==> src/inc/ssp_defs.vh <==
/*
 * Constants for the serial slot placement block: register offsets, reset
 * values, field positions, width and sense codes, slot lengths.
 * Assumes it is included by bare name from the design files.
 */
`ifndef SSP_DEFS_VH
`define SSP_DEFS_VH

`define SSP_OFS_THREE 8'h08
`define SSP_OFS_FOUR 8'h09
`define SSP_OFS_FIVE 8'h0a

`define SSP_RST_THREE 8'h32
`define SSP_RST_FOUR 8'h07
`define SSP_RST_FIVE 8'h07

`define SSP_WID_HI 5
`define SSP_WID_LO 4
`define SSP_SNS_HI 2
`define SSP_SNS_LO 0

`define SSP_WID_24 2'h0
`define SSP_WID_16 2'h1

`define SSP_SNS_VOLT 3'h0
`define SSP_SNS_CURR 3'h1
`define SSP_SNS_BATT 3'h2
`define SSP_SNS_CTRL 3'h3
`define SSP_SNS_ALT 3'h4
`define SSP_SNS_STAT 3'h5
`define SSP_SNS_MARK 3'h6
`define SSP_SNS_BLANK 3'h7

`define SSP_BITS_24 5'h18
`define SSP_BITS_16 5'h10
`define SSP_BITS_8 5'h08
`define SSP_BITS_ONE 5'h01

`define SSP_ID_THREE 3'h3
`define SSP_ID_FOUR 3'h4
`define SSP_ID_FIVE 3'h5

`define SSP_FIFO_WIDTH 24
`define SSP_FIFO_DEPTH 4

`endif

==> src/hw/ssp_slot_cfg.v <==
/*
 * Slot placement configuration for placements three to five of a TDM/I2S
 * slave port: the three control registers, the audio input slot parser,
 * the sense output slot serialiser and a small sample FIFO.
 * Assumes serial bits arrive synchronous to CLK_SYS_IN, one per BIT_STB_IN,
 * MSB first, and that the frame logic outside pulses the slot starts.
 */
`include "ssp_defs.vh"

module ssp_fifo #(
  parameter WIDTH = 24,
  parameter DEPTH = 4
) (
  input wire clk_in,
  input wire arst_n_in,
  input wire in_valid_in,
  output reg in_ready_out,
  input wire [WIDTH-1:0] in_data_in,
  output reg out_valid_out,
  input wire out_ready_in,
  output wire [WIDTH-1:0] out_data_out
);
  // Head stays at index 0 so the output is a flop, not a read mux
  reg [WIDTH-1:0] mem [0:DEPTH-1];
  reg [3:0] count;
  wire push = in_valid_in && in_ready_out;
  wire pop = out_valid_out && out_ready_in;
  wire [3:0] next_count = count + {3'h0, push} - {3'h0, pop};
  integer i;

  assign out_data_out = mem[0];

  always @(posedge clk_in or negedge arst_n_in) begin
    if (!arst_n_in) begin
      count <= 4'h0;
      in_ready_out <= 1'b1;
      out_valid_out <= 1'b0;
      for (i = 0; i < DEPTH; i = i + 1) begin
        mem[i] <= {WIDTH{1'b0}};
      end
    end else begin
      for (i = 0; i < DEPTH; i = i + 1) begin
        if (pop && i < DEPTH - 1) begin
          mem[i] <= mem[i+1];
        end
        if (push && i == count - {3'h0, pop}) begin
          mem[i] <= in_data_in;
        end
      end
      count <= next_count;
      in_ready_out <= (next_count != DEPTH);
      out_valid_out <= (next_count != 4'h0);
    end
  end
endmodule

// Function
// - Placement three width: 24, 16, or discard 8
// - Placement three discard: drop 8, audio from four
// - Placement three sense code picks driven item
// - Placement three register resets to 0x32
// - Placement four width same codes, resets 24-bit
// - Placement four sense same codes, resets blank
// - Placement five sense only, upper reserved, blank
// - Placement two discard: audio from placement three
module ssp_slot_cfg (
  input wire CLK_SYS_IN,
  input wire ARST_N_IN,
  input wire REG_WR_IN,
  input wire REG_RD_IN,
  input wire [7:0] REG_ADDR_IN,
  input wire [7:0] REG_WDATA_IN,
  output reg [7:0] REG_RDATA_OUT,
  input wire [1:0] PLACE_TWO_INPUT_WIDTH_IN,
  input wire BIT_STB_IN,
  input wire SDI_IN,
  input wire RX_START_IN,
  input wire TX_START_IN,
  input wire [15:0] VOLT_IN,
  input wire [15:0] CURR_IN,
  input wire [7:0] BATT_IN,
  input wire [7:0] CTRL_IN,
  input wire [7:0] STAT_IN,
  output reg SDO_OUT,
  output reg SDO_OE_OUT,
  output reg RX_BUSY_OUT,
  output reg OVERRUN_OUT,
  output wire SAMPLE_VALID_OUT,
  input wire SAMPLE_READY_IN,
  output wire [23:0] SAMPLE_DATA_OUT,
  output wire SAMPLE_ROOM_OUT
);
  localparam RX_IDLE = 4'h1;
  localparam RX_TWO = 4'h2;
  localparam RX_THREE = 4'h4;
  localparam RX_FOUR = 4'h8;
  localparam TX_IDLE = 4'h1;
  localparam TX_THREE = 4'h2;
  localparam TX_FOUR = 4'h4;
  localparam TX_FIVE = 4'h8;
  // Named so the reset branch can slice fields out of the documented bytes
  localparam [7:0] RST_THREE = `SSP_RST_THREE;
  localparam [7:0] RST_FOUR = `SSP_RST_FOUR;
  localparam [7:0] RST_FIVE = `SSP_RST_FIVE;

  // Only the fields are stored, so reserved bits cannot steer anything
  reg [1:0] place_three_input_width;
  reg [2:0] place_three_sense_select;
  reg [1:0] place_four_input_width;
  reg [2:0] place_four_sense_select;
  reg [2:0] place_five_sense_select;

  reg [3:0] rx_state;
  reg [4:0] rx_cnt;
  reg [23:0] rx_sh;
  reg push_valid;
  reg [23:0] push_data;
  reg [3:0] tx_state;
  reg [4:0] tx_cnt;
  reg [15:0] tx_sh;
  reg tx_blank;
  reg alt_curr;
  wire fifo_ready;

  function [4:0] in_bits;
    input [1:0] code;
    begin
      case (code)
        `SSP_WID_24: in_bits = `SSP_BITS_24;
        `SSP_WID_16: in_bits = `SSP_BITS_16;
        default: in_bits = `SSP_BITS_8;
      endcase
    end
  endfunction

  function is_discard;
    input [1:0] code;
    begin
      is_discard = (code != `SSP_WID_24) && (code != `SSP_WID_16);
    end
  endfunction

  function [4:0] sns_bits;
    input [2:0] code;
    begin
      case (code)
        `SSP_SNS_VOLT, `SSP_SNS_CURR, `SSP_SNS_ALT: sns_bits = `SSP_BITS_16;
        default: sns_bits = `SSP_BITS_8;
      endcase
    end
  endfunction

  // Item left-justified in 16 bits; 8-bit items use the upper byte
  function [15:0] sns_word;
    input [2:0] code;
    input [2:0] slot_id;
    input alt;
    begin
      case (code)
        `SSP_SNS_VOLT: sns_word = VOLT_IN;
        `SSP_SNS_CURR: sns_word = CURR_IN;
        `SSP_SNS_BATT: sns_word = {BATT_IN, 8'h00};
        `SSP_SNS_CTRL: sns_word = {CTRL_IN, 8'h00};
        `SSP_SNS_ALT: sns_word = alt ? CURR_IN : VOLT_IN;
        `SSP_SNS_STAT: sns_word = {STAT_IN, 8'h00};
        `SSP_SNS_MARK: sns_word = {alt, 4'h0, slot_id, 8'h00};
        default: sns_word = 16'h0000;
      endcase
    end
  endfunction

  always @(posedge CLK_SYS_IN or negedge ARST_N_IN) begin
    if (!ARST_N_IN) begin
      place_three_input_width <= RST_THREE[`SSP_WID_HI:`SSP_WID_LO];
      place_three_sense_select <= RST_THREE[`SSP_SNS_HI:`SSP_SNS_LO];
      place_four_input_width <= RST_FOUR[`SSP_WID_HI:`SSP_WID_LO];
      place_four_sense_select <= RST_FOUR[`SSP_SNS_HI:`SSP_SNS_LO];
      place_five_sense_select <= RST_FIVE[`SSP_SNS_HI:`SSP_SNS_LO];
      REG_RDATA_OUT <= 8'h00;
    end else begin
      if (REG_WR_IN) begin
        case (REG_ADDR_IN)
          `SSP_OFS_THREE: begin
            place_three_input_width <= REG_WDATA_IN[`SSP_WID_HI:`SSP_WID_LO];
            place_three_sense_select <= REG_WDATA_IN[`SSP_SNS_HI:`SSP_SNS_LO];
          end
          `SSP_OFS_FOUR: begin
            place_four_input_width <= REG_WDATA_IN[`SSP_WID_HI:`SSP_WID_LO];
            place_four_sense_select <= REG_WDATA_IN[`SSP_SNS_HI:`SSP_SNS_LO];
          end
          `SSP_OFS_FIVE: begin
            place_five_sense_select <= REG_WDATA_IN[`SSP_SNS_HI:`SSP_SNS_LO];
          end
          default: begin
          end
        endcase
      end
      if (REG_RD_IN) begin
        case (REG_ADDR_IN)
          `SSP_OFS_THREE: REG_RDATA_OUT <=
            {2'h0, place_three_input_width, 1'b0, place_three_sense_select};
          `SSP_OFS_FOUR: REG_RDATA_OUT <=
            {2'h0, place_four_input_width, 1'b0, place_four_sense_select};
          `SSP_OFS_FIVE: REG_RDATA_OUT <= {5'h00, place_five_sense_select};
          default: REG_RDATA_OUT <= 8'h00;
        endcase
      end
    end
  end

  // Audio slot parser: discarding placements two and three hand the sample to the next one
  always @(posedge CLK_SYS_IN or negedge ARST_N_IN) begin
    if (!ARST_N_IN) begin
      rx_state <= RX_IDLE;
      rx_cnt <= 5'h00;
      rx_sh <= 24'h000000;
      push_valid <= 1'b0;
      push_data <= 24'h000000;
      RX_BUSY_OUT <= 1'b0;
      OVERRUN_OUT <= 1'b0;
    end else begin
      OVERRUN_OUT <= 1'b0;
      // The serial bus cannot be stalled, so a full FIFO loses the sample
      if (push_valid) begin
        push_valid <= 1'b0;
        OVERRUN_OUT <= !fifo_ready;
      end
      if (RX_START_IN) begin
        rx_state <= RX_TWO;
        rx_cnt <= in_bits(PLACE_TWO_INPUT_WIDTH_IN);
        RX_BUSY_OUT <= 1'b1;
      end else if (BIT_STB_IN && !rx_state[0]) begin
        rx_sh <= {rx_sh[22:0], SDI_IN};
        rx_cnt <= rx_cnt - `SSP_BITS_ONE;
        if (rx_cnt == `SSP_BITS_ONE) begin
          case (rx_state)
            RX_TWO: begin
              if (is_discard(PLACE_TWO_INPUT_WIDTH_IN)) begin
                rx_state <= RX_THREE;
                rx_cnt <= in_bits(place_three_input_width);
              end else begin
                rx_state <= RX_IDLE;
                push_valid <= 1'b1;
              end
            end
            RX_THREE: begin
              if (is_discard(place_three_input_width)) begin
                rx_state <= RX_FOUR;
                rx_cnt <= in_bits(place_four_input_width);
              end else begin
                rx_state <= RX_IDLE;
                push_valid <= 1'b1;
              end
            end
            RX_FOUR: begin
              rx_state <= RX_IDLE;
              push_valid <= !is_discard(place_four_input_width);
            end
            default: rx_state <= RX_IDLE;
          endcase
          RX_BUSY_OUT <= (rx_state != RX_FOUR) &&
            is_discard(rx_state[1] ? PLACE_TWO_INPUT_WIDTH_IN : place_three_input_width);
          // 16-bit words are left-justified into the 24-bit sample
          if (rx_cnt == `SSP_BITS_ONE && in_bits(rx_state[1] ? PLACE_TWO_INPUT_WIDTH_IN :
              rx_state[2] ? place_three_input_width : place_four_input_width)
              == `SSP_BITS_16) begin
            push_data <= {rx_sh[14:0], SDI_IN, 8'h00};
          end else begin
            push_data <= {rx_sh[22:0], SDI_IN};
          end
        end
      end
    end
  end

  // Sense serialiser: placements three, four and five in turn
  always @(posedge CLK_SYS_IN or negedge ARST_N_IN) begin
    if (!ARST_N_IN) begin
      tx_state <= TX_IDLE;
      tx_cnt <= 5'h00;
      tx_sh <= 16'h0000;
      tx_blank <= 1'b1;
      alt_curr <= 1'b1;
      SDO_OUT <= 1'b0;
      SDO_OE_OUT <= 1'b0;
    end else begin
      if (TX_START_IN) begin
        tx_state <= TX_THREE;
        alt_curr <= !alt_curr;
        tx_cnt <= sns_bits(place_three_sense_select);
        tx_sh <= sns_word(place_three_sense_select, `SSP_ID_THREE, !alt_curr);
        tx_blank <= (place_three_sense_select == `SSP_SNS_BLANK);
      end else if (BIT_STB_IN && !tx_state[0]) begin
        SDO_OUT <= tx_sh[15];
        SDO_OE_OUT <= !tx_blank;
        tx_sh <= {tx_sh[14:0], 1'b0};
        tx_cnt <= tx_cnt - `SSP_BITS_ONE;
        if (tx_cnt == `SSP_BITS_ONE) begin
          case (tx_state)
            TX_THREE: begin
              tx_state <= TX_FOUR;
              tx_cnt <= sns_bits(place_four_sense_select);
              tx_sh <= sns_word(place_four_sense_select, `SSP_ID_FOUR, alt_curr);
              tx_blank <= (place_four_sense_select == `SSP_SNS_BLANK);
            end
            TX_FOUR: begin
              tx_state <= TX_FIVE;
              tx_cnt <= sns_bits(place_five_sense_select);
              tx_sh <= sns_word(place_five_sense_select, `SSP_ID_FIVE, alt_curr);
              tx_blank <= (place_five_sense_select == `SSP_SNS_BLANK);
            end
            default: begin
              tx_state <= TX_IDLE;
              tx_blank <= 1'b1;
            end
          endcase
        end
      end else if (BIT_STB_IN) begin
        SDO_OUT <= 1'b0;
        SDO_OE_OUT <= 1'b0;
      end
    end
  end

  ssp_fifo #(
    .WIDTH(`SSP_FIFO_WIDTH),
    .DEPTH(`SSP_FIFO_DEPTH)
  ) u_fifo (
    .clk_in(CLK_SYS_IN),
    .arst_n_in(ARST_N_IN),
    .in_valid_in(push_valid),
    .in_ready_out(fifo_ready),
    .in_data_in(push_data),
    .out_valid_out(SAMPLE_VALID_OUT),
    .out_ready_in(SAMPLE_READY_IN),
    .out_data_out(SAMPLE_DATA_OUT)
  );

  assign SAMPLE_ROOM_OUT = fifo_ready;
endmodule

==> config.mk <==
export PLATFORM = sky130hd
export DESIGN_NAME = ssp_slot_cfg
export DESIGN_NICKNAME = d
export VERILOG_FILES = /design/src/hw/ssp_slot_cfg.v
export VERILOG_INCLUDE_DIRS = /design/src /design/src/inc
export SDC_FILE = /design/constraint.sdc
export NUM_CORES = 1
export LEC_CHECK = 0
export ABC_AREA = 1
export ABC_CLOCK_PERIOD_IN_PS = 4210
export BUFFER_PORTS_ARGS = -buffer_cell sky130_fd_sc_hd__buf_4
export CORE_MARGIN = 8
export CORE_UTILIZATION = 65
export DETAILED_ROUTE_END_ITERATION = 10
export PLACE_DENSITY = 0.85
export SYNTH_ARGS = -nofsm -noshare
export SYNTH_HDL_FRONTEND = slang
export SYNTH_SLANG_ARGS = --single-unit
==> constraint.sdc <==
create_clock -name CLK_SYS_IN -period 4.21 [get_ports CLK_SYS_IN]
set_clock_uncertainty 0.2 [all_clocks]
set_input_delay 0 -clock CLK_SYS_IN [delete_from_list [all_inputs] [get_ports CLK_SYS_IN]]
set_output_delay 0 -clock CLK_SYS_IN [all_outputs]
set_load 0.02 [all_outputs]
==> flow_summary.toml, run 1 <==
[final_layout]
num-fill-cells = 1305
drive_gt1_share_pct = 13.76
num_antenna_cells = 0
synthToLayoutAreaGrowth_pct = 17.52
finalCoreUtilization_pct = 77.47
fin_area_mm2 = 0.01439
nNetsFinal = 1830

[sta]
period_minus_slack_ns = 4.116
hold_viol = 12
hold_slack_ns = -0.03771
max_freq_ghz = 0.2430
worst_pin_slew_ns = 0.9028
grt_setup_unrepaired = "no"
slew_headroom_pct = 39.82
slew_viol_final = 0
setup_viol = 0
finalSetupTns_ns = 0
min_period_over_period_pct = 97.76

[min_path]
hold_path_class = "primary input to asynchronous set/reset pin"

[logic_synthesis]
synth_cells = 1610
synth.distinct_cells = 51
synth_adder_area_share_pct = 1.287
yosys_warnings = 0
synthMostInstantiatedCell = "nand2_1"
synth_top_cell_area_share_pct = 39.64
synth_flop_cell = "dfrtp_1"
syn_area_mm2 = 0.01225
yosysSeqAreaShare_pct = 42.64
synth_top_family_by_area = "simple AND/OR/NAND/NOR gates"
synth_edf_count = 0
avgSynthCellArea_um2 = 7.607
synth.area.top_cells = "dfrtp_1, nand2_1, nand3_1, nor2_1, o211ai_1"
synth.largest_area_cell = "dfrtp_1"
synth_mux_area_share_pct = 0
synthSimpleGateAreaFrac_pct = 32.40
synthTopCellsByCount = "nand2_1, nand3_1, dfrtp_1"
synth-compound-area-share_pct = 12.81
yosys_register_bits = 208
synth-xor-area-share_pct = 0.7151
ys_async_sr_fraction_pct = 100.0

[routing]
wire_per_inst_um = 17.45
wl_um = 34660
first_pass_iters = 8
via_per_inst = 6.061
drt-initial-drc-count = 1505
ant_nets = 0
vias = 12038
drc = 0

[place]
dpl_cell_area_mm2 = 0.01278
gp_congestion = 0.9502
io_buffers = 114
hpwlAfterDp_um = 21620

[clock_tree]
cts-htree-levels = 1
path_clk_slew_ns = 0.06
cts_sinks = 208
cts_tree = "done"
post_cts_buffers = 0
clk_latency_ns = 0.52
clock-root-buffer = "clkbuf_16"
clockBufferDepth = 3
numCtsBuffers = 23

[floorplanning]
die_y_um = 153.3
die_x_um = 153.3
core-area_mm2 = 0.01858
ioPinCount = 121
rows = 50
die-area_mm2 = 0.02349
start_util_pct = 65.92

[global_routing]
gr-total-overflow = 0
grt_max_degree = 115
antenna_found_initial = 0
grt_pass1_wl_um = 57120
grt_pass1_vias = 11434
grt_usage_pct = 29.03

[run]
maxCapViolations = 0

[worst_setup_path]
crit_path_start_kind = "register"
worst-setup-path-type = "register to register"
crit_start = "alt_curr$_DFFE_PN1P_"
r2r-start = "alt_curr$_DFFE_PN1P_"
required_ns = 4.40
cp-end-kind = "register"
crit_path_max_fanout = 21
cp.arrival_ns = 4.31

[power]
power_per_cell_area_mw_per_mm2 = 436.9
leakage_nw = 6.857
peakVddDrop_mv = 0.2979

[outcome]
violations = "hold timing"
status = "finished, violations left"
==> cells in the final DEF (no fill, tap or decap), types with 17 or more instances in the layout <==
cell	Yosys	final
a21oi_1	37	37
buf_4	34	122
clkbuf_16	0	23
dfrtp_1	194	194
dlygate4sd3_1	0	85
inv_1	116	116
inv_2	17	17
nand2_1	406	405
nand3_1	228	228
nand4_1	35	35
nor2_1	151	151
o211ai_1	72	72
o21ai_0	90	90
o22ai_1	22	22
==> routing by layer <==
layer  share of wire [%]  vias to the layer above  wire (um)  GRT usage, %
li1                    -                     5610          -             -
met2                  47                      669      16200         46.13
met3                  10                       97       3469         5.864
met1                  41                     5662      14150         39.42
met4                 2.4                        0        842         8.765
met5                   0                        -          0             0
==> metrics by stage <==
step	hold slack, ns	cells	setup slack, ns	power [mW]
4_1_cts	0.02176	1986	0.06887	6.247
3_3_place_gp	-0.01241	1859	1.334	4.058
3_5_place_dp	-0.01138	1859	1.289	4.136
5_1_grt	0.05852	1986	0.06096	6.588
2_1_floorplan	-0.4956	1612	1.461	3.641
6_report	-0.03771	1986	0.09422	6.288
==> logic make-up (layout without fill, tap and decap cells) <==
kind of cell             after synthesis  after routing
AO/OA/AOI/OAI                        259            259
XOR/XNOR                              10             10
adder cells (fa/ha/maj)               12             12
buffers and inverters                248            388
flip-flops                           208            208
other                                  1              3
AND/OR/NAND/NOR                      872            872
==> worst paths after layout <==
check / to / slack (ns) / cells after the start
max in group asynchronous: tx_blank$_DFFE_PN1P_ / 2.72 / 3
hold / removal: rx_cnt[1]$_DFFE_PN0P_ / -0.04 / 2
hold reg to reg: tx_blank$_DFFE_PN1P_ / 0.28 / 2
setup reg to reg: tx_sh[15]$_DFFE_PN0P_ / 0.09 / 10
setup / recovery: tx_sh[15]$_DFFE_PN0P_ / 0.09 / 10
min in group CLK_SYS_IN: u_fifo.mem[53]$_DFFE_PN0P_ / 0.07 / 5
==> timing repair <==
item / 4_1_cts / 5_1_grt
hold endpoints to repair: 189 / 0
resized for setup: 0 / 1
hold buffers: 85 / 0
endpoints found under the setup margin: 0 / 2
==> layout make-up <==
class | count | area (um2) | area share (%)
inverters | 138 | 534.3 | 3.712
clock inverters | 8 | 86.33 | 0.5998
flip-flops and latches | 208 | 5226 | 36.31
well taps | 234 | 292.8 | 2.034
multi-input cells | 1156 | 5797 | 40.27
clock buffers | 34 | 676.9 | 4.703
repair buffers | 208 | 1780 | 12.37
==> registers in the layout, indices dropped and copies added, names as in the netlist, 3 cells and up <==
register                  cells
REG_RDATA_OUT                 5
u_fifo.count                  4
u_fifo.out_data_out          24
push_data                    24
tx_sh                        16
rx_cnt                        5
tx_cnt                        5
tx_state                      4
place_four_sense_select       3
u_fifo.mem                   72
place_three_sense_select      3
rx_state                      4
rx_sh                        23
place_five_sense_select       3
==> power breakdown <==
group          switching [mW]  leakage (nW)  internal (mW)
Clock                   0.828         0.376           1.18
Combinational            1.09          3.79          0.599
Sequential              0.250          2.69           2.34
Total                    2.17          6.86           4.12
==> critical path: stages, from the launching register on <==
cell,delay [ns]
dfstp_4,0.82
inv_2,0.29
nand3_1,0.19
nand2_2,0.28
a21oi_1,0.24
dlygate4sd3_1,0.56
nand2_1,0.05
dlygate4sd3_1,0.56
a21oi_1,0.14
a21oi_1,0.09
dlygate4sd3_1,0.56
Power figures use the tool's default switching activity.
==> run 2, diff against run 1 <==
--- a/config.mk
+++ b/config.mk
@@ -7,12 +7,11 @@
 export NUM_CORES = 1
 export LEC_CHECK = 0
 export ABC_AREA = 1
-export ABC_CLOCK_PERIOD_IN_PS = 4210
 export BUFFER_PORTS_ARGS = -buffer_cell sky130_fd_sc_hd__buf_4
 export CORE_MARGIN = 8
-export CORE_UTILIZATION = 65
+export CORE_UTILIZATION = 60
 export DETAILED_ROUTE_END_ITERATION = 10
-export PLACE_DENSITY = 0.85
+export PLACE_DENSITY = 0.79
 export SYNTH_ARGS = -nofsm -noshare
 export SYNTH_HDL_FRONTEND = slang
 export SYNTH_SLANG_ARGS = --single-unit
==> constraint.sdc (replaced) <==
create_clock -name CLK_SYS_IN -period 3.8 [get_ports CLK_SYS_IN]
set_clock_uncertainty 0.2 [all_clocks]
set_input_delay 0 -clock CLK_SYS_IN [delete_from_list [all_inputs] [get_ports CLK_SYS_IN]]
set_output_delay 0 -clock CLK_SYS_IN [all_outputs]
set_load 0.02 [all_outputs]
==> run 2 against run 1 <==
Net effect: the run now ends clean; highest routed layer unchanged; largest power group unchanged; flip-flop and latch count stayed put; sequential power increased by 10%; fmax grew 16%; critical path type unchanged.
==> flow_summary.toml, run 2 (synthesis gave the netlist of run 1 again) <==
[outcome]
status = "finished clean"

[power]
pwr-share-comb_pct = 26.7
power_per_cell_area_mw_per_mm2 = 465.1
p_sw_mw = 2.288
peakVddDrop_mv = 0.3148
switching_share_pct = 33.85
p_clk_share_pct = 30.9
leakage_nw = 6.903
p_int_mw = 4.472
pwr-share-seq_pct = 42.3

[floorplanning]
die_x_um = 158.9
start_util_pct = 60.92
die_y_um = 158.9
core-area_mm2 = 0.02010
rows = 52
die-area_mm2 = 0.02524
ioPinCount = 121

[place]
dpl_cell_area_mm2 = 0.01284
hpwlAfterDp_um = 20990
io_buffers = 114
gp_congestion = 0.9648

[routing]
drc = 0
wire_per_inst_um = 16.11
ant_nets = 0
via_per_inst = 5.770
wl_um = 32740
drt-initial-drc-count = 1045
vias = 11725
first_pass_iters = 6

[sta]
slew_headroom_pct = 44.96
min_period_over_period_pct = 93.32
grt_setup_unrepaired = "no"
worst_pin_slew_ns = 0.8229
hold_viol = 0
slew_viol_final = 0
setup_viol = 0
finalSetupTns_ns = 0
period_minus_slack_ns = 3.546
hold_slack_ns = 0.03649
max_freq_ghz = 0.2820

[clock_tree]
numCtsBuffers = 22
cts-htree-levels = 1
clockBufferDepth = 3
post_cts_buffers = 0
clock-root-buffer = "clkbuf_16"
clk_latency_ns = 0.51
cts_sinks = 208
cts_tree = "done"
path_clk_slew_ns = 0.06

[worst_setup_path]
crit_path_max_fanout = 16
cp.arrival_ns = 3.75
worst-setup-path-type = "register to register"
required_ns = 4.00
cp-end-kind = "register"
crit_path_start_kind = "register"
rrSetupSlack_ns = 0.25

[global_routing]
gr-total-overflow = 0
grt_max_degree = 73
use_met1_pct = 34.05
grt_use_met2_pct = 41.14
met3_usage_pct = 4.266
busiest_layer = "met2"
grt_usage_pct = 25.37
grt_pass1_vias = 11217
antenna_found_initial = 0
grt_pass1_wl_um = 55190

[min_path]
hold_path_class = "primary input to register"

[final_layout]
nNetsFinal = 1841
fin_area_mm2 = 0.01454
num_antenna_cells = 0
largest_reg_flops = 72
synthToLayoutAreaGrowth_pct = 18.67
top_register = "u_fifo.mem"
layout_commonest_cell = "nand2_1"
drive_gt1_share_pct = 13.62
layout_common_cells = "nand2_1, nand3_1, dfrtp_1"

[run]
maxCapViolations = 0
==> run 2: cell types whose count changed in the layout (fill, tap and decap cells not counted), sizes merged <==
| cell | before | now |
|---|---|---|
| inv | 136 | 135 |
| clkinv | 8 | 10 |
| dlygate4sd3 | 85 | 95 |
| clkbuf | 35 | 32 |
| buf | 122 | 124 |
==> run 2: area by class of cell <==
type | count | area (um2)
Timing Repair Buffer | 220 | 1928
Clock inverter | 9 | 97.59
Tap cell | 270 | 337.8
Multi-Input combinational cell | 1156 | 5797
Fill cell | 1574 | 5569
Inverter | 138 | 534.3
Sequential cell | 208 | 5226
Clock buffer | 31 | 614.3
==> run 2: stage by stage <==
stage	power, mW	instances	setup WS, ns	utilization (%)
floorplan	4.033	1612	1.051	-
global placement	4.464	1896	1.367	63.87
detailed placement	4.530	1896	1.307	63.87
CTS	6.763	2032	0.2285	72.28
global route	7.142	2032	0.1583	72.30
finish	6.760	2032	0.2538	72.30
==> run 2: path summary, 6_finish.rpt <==
kind                                                         from                                       to  depth (start not counted)
setup / recovery           place_five_sense_select[2]$_DFFE_PN1P_                    tx_sh[15]$_DFFE_PN0P_                         12
hold / removal                                    SAMPLE_READY_IN                u_fifo.count[0]$_DFF_PN0_                          6
setup reg to reg           place_five_sense_select[2]$_DFFE_PN1P_                    tx_sh[15]$_DFFE_PN0P_                         12
hold reg to reg                              tx_blank$_DFFE_PN1P_                     tx_blank$_DFFE_PN1P_                          2
max in group asynchronous                               ARST_N_IN      u_fifo.out_data_out[14]$_DFFE_PN0P_                          4
min in group asynchronous                               ARST_N_IN  place_three_sense_select[1]$_DFFE_PN1P_                          3
==> run 2: repair_timing <==
action / in CTS / in global routing
setup endpoints to repair: 0 / 1
hold buffers: 96 / 0
resized for setup: 0 / 1
endpoints found under the hold margin: 285 / 0
==> run 2: routing by layer <==
layer / wire (um) / part of all wire, %
met3: 2531 / 7.7
met4: 865 / 2.6
met5: 0 / 0
met1: 14150 / 43
met2: 15200 / 46
==> run 2: power by group through the flow <==
stage | sequential [mW] | clock, mW | combinational (mW)
2_1_floorplan | 2.78 | 0 | 1.25
3_3_place_gp | 2.87 | 0 | 1.59
3_5_place_dp | 2.89 | 0 | 1.64
4_1_cts | 2.85 | 2.12 | 1.79
5_1_grt | 2.90 | 2.22 | 2.03
6_report | 2.86 | 2.09 | 1.81
==> run 2: critical path, cell delays in order, from the launching register on <==
cell	delay [ns]
dfstp_2	0.82
inv_4	0.19
nand3_1	0.14
nand2_1	0.06
dlygate4sd3_1	0.55
nor2_1	0.08
dlygate4sd3_1	0.55
nand2_1	0.05
dlygate4sd3_1	0.56
nand2_1	0.06
nand2_1	0.05
nand2_1	0.06
a21oi_1	0.06
==> run 3, diff against run 2 <==
--- a/config.mk
+++ b/config.mk
@@ -9,9 +9,10 @@
 export ABC_AREA = 1
 export BUFFER_PORTS_ARGS = -buffer_cell sky130_fd_sc_hd__buf_4
 export CORE_MARGIN = 8
-export CORE_UTILIZATION = 60
+export CORE_UTILIZATION = 65
 export DETAILED_ROUTE_END_ITERATION = 10
-export PLACE_DENSITY = 0.79
+export GPL_TIMING_DRIVEN = 0
+export PLACE_DENSITY = 0.85
 export SYNTH_ARGS = -nofsm -noshare
 export SYNTH_HDL_FRONTEND = slang
 export SYNTH_SLANG_ARGS = --single-unit
==> constraint.sdc (replaced) <==
create_clock -name CLK_SYS_IN -period 4.4 [get_ports CLK_SYS_IN]
set_clock_uncertainty 0.2 [all_clocks]
set_input_delay 0 -clock CLK_SYS_IN [delete_from_list [all_inputs] [get_ports CLK_SYS_IN]]
set_output_delay 0 -clock CLK_SYS_IN [all_outputs]
set_load 0.02 [all_outputs]
==> run 3 against run 2 <==
Net effect: the flow now finishes with violations (DRC, hold timing); power decreased by 11%; first-iteration DRC count increased by 44%; count of clock-buffer cells in the layout unchanged; non-clock buffer count increased by 92; final area increased by 3.4%; wire length increased by 19%; clock power decreased by 13%; utilization increased by 8.6 points; global-route usage increased by 7.3 points; combinational power about the same; critical path type unchanged; critical endpoint is now tx_sh[11]$_DFFE_PN0P_; largest power group unchanged.
==> flow_summary.toml, run 3 (synthesis gave the netlist of run 1 again) <==
[outcome]
status = "finished, violations left"
violations = "DRC, hold timing"

[final_layout]
nNetsFinal = 1933
fin_cells = 2090
layout_common_cells = "nand2_1, nand3_1, dfrtp_1"
multi_input_area_mm2 = 0.005794
largest_reg_flops = 72
ff_latch_area_mm2 = 0.005223
drive_gt1_share_pct = 17.10
top_register = "u_fifo.mem"
layout_commonest_cell = "nand2_1"
synthToLayoutAreaGrowth_pct = 22.72
num-fill-cells = 1260

[global_routing]
antenna_found_initial = 1
grt_usage_pct = 32.70
grt_pass1_vias = 12415
grt_max_degree = 115
gr-total-overflow = 0
grt_pass1_wl_um = 63270

[clock_tree]
post_cts_buffers = 0
cts_sinks = 208
numCtsBuffers = 22
cts-htree-levels = 1
clk_latency_ns = 0.50
path_clk_slew_ns = 0.06
clockBufferDepth = 3
clock-root-buffer = "clkbuf_16"
cts_tree = "done"

[worst_setup_path]
required_ns = 4.61
cp-end-kind = "register"
worst-setup-path-type = "register to register"
r2r_cells = 14
crit_path_start_kind = "register"
crit_path_max_fanout = 10
cp.arrival_ns = 3.83

[sta]
period_minus_slack_ns = 3.626
max_freq_ghz = 0.2758
hold_viol = 32
slew_headroom_pct = 42.53
min_period_over_period_pct = 82.41
worst_pin_slew_ns = 0.8621
setup_viol = 0
hold_slack_ns = -0.05082
finalSetupTns_ns = 0
setup_ws_ns = 0.7738
grt_setup_unrepaired = "no"
slew_viol_final = 0

[routing]
wire_per_inst_um = 18.64
vias = 12683
drc = 1
wl_um = 38970
ant_nets = 0
via_per_inst = 6.068
drt-initial-drc-count = 1510
first_pass_iters = 9

[floorplanning]
die_y_um = 153.3
die_x_um = 153.3
start_util_pct = 65.92
rows = 50
ioPinCount = 121
die-area_mm2 = 0.02349
core-area_mm2 = 0.01858

[place]
place_inst = 1961
gp_congestion = 0.9829
place_ws_ns = 0.9049
io_buffers = 114
hpwlAfterDp_um = 26390

[power]
peakVddDrop_mv = 0.3636
power_per_cell_area_mw_per_mm2 = 402.1
leakage_nw = 7.247

[min_path]
hold_path_class = "primary input to asynchronous set/reset pin"

[run]
maxCapViolations = 0
[run 3: critical path, cell delays in order, from the launching register on]
cell and delay, ns:
dfstp_2 0.38, inv_2 0.22, nand2_2 0.18, nand2_2 0.15
inv_2 0.06, buf_6 0.14, nand2_1 0.06, nand3_1 0.05
dlygate4sd3_1 0.56, nor2_1 0.11, dlygate4sd3_1 0.60, nor2_2 0.04
nor2_1 0.12, a21oi_1 0.09, dlygate4sd3_1 0.55
[run 3: layout make-up]
cell class,count,area share [%]
diodes,2,0.03330
plain buffers,110,4.687
clock buffers,31,4.220
clock inverters,9,0.5411
inverters,138,3.554
multi-input cells,1156,38.55
flip-flops and latches,208,34.75
well taps,234,1.948
repair buffers,202,11.72
[run 3: final timing paths]
check,to,slack (ns),start
hold / removal,rx_cnt[2]$_DFFE_PN0P_,-0.05,ARST_N_IN
setup reg to reg,tx_sh[11]$_DFFE_PN0P_,0.77,alt_curr$_DFFE_PN1P_
min in group CLK_SYS_IN,REG_RDATA_OUT[4]$_DFFE_PN0P_,0.12,REG_RD_IN
setup / recovery,tx_sh[11]$_DFFE_PN0P_,0.77,alt_curr$_DFFE_PN1P_
hold reg to reg,REG_RDATA_OUT[4]$_DFFE_PN0P_,0.29,REG_RDATA_OUT[4]$_DFFE_PN0P_
max in group asynchronous,u_fifo.mem[22]$_DFFE_PN0P_,3.16,ARST_N_IN
[run 3: layer usage]
layer | part of all wire, % | vias to the layer above | wire length, um | track usage [%]
met3 | 10 | 123 | 3964 | 7.048
met4 | 2.9 | 0 | 1128 | 10.51
li1 | - | 5827 | - | -
met1 | 40 | 5941 | 15640 | 43.07
met5 | 0 | - | 0 | 0
met2 | 47 | 792 | 18240 | 52.97
[run 3: what timing repair did]
action,4_1_cts,5_1_grt
gates resized for setup,0,0
hold buffers,87,0
hold endpoints to repair,198,0
[run 3: metrics by stage]
stage               total power, mW  area [um2]  utilization, %  hold WS [ns]
floorplan                     3.483       12260               -       -0.4956
global placement              3.968       13400           72.14       0.03258
detailed placement            4.048       13440           72.33      -0.07599
CTS                           5.969       15030           80.87      0.009361
global route                  6.313       15030           80.88       0.04362
finish                        6.045       15030           80.90      -0.05082
[run 3: power breakdown]
part | total [mW] | internal (mW) | leakage (nW) | switching, mW
Sequential | 2.42 | 2.23 | 2.69 | 0.192
Clock | 1.82 | 1.07 | 0.360 | 0.756
Combinational | 1.80 | 0.631 | 4.19 | 1.17
Total | 6.04 | 3.93 | 7.25 | 2.11
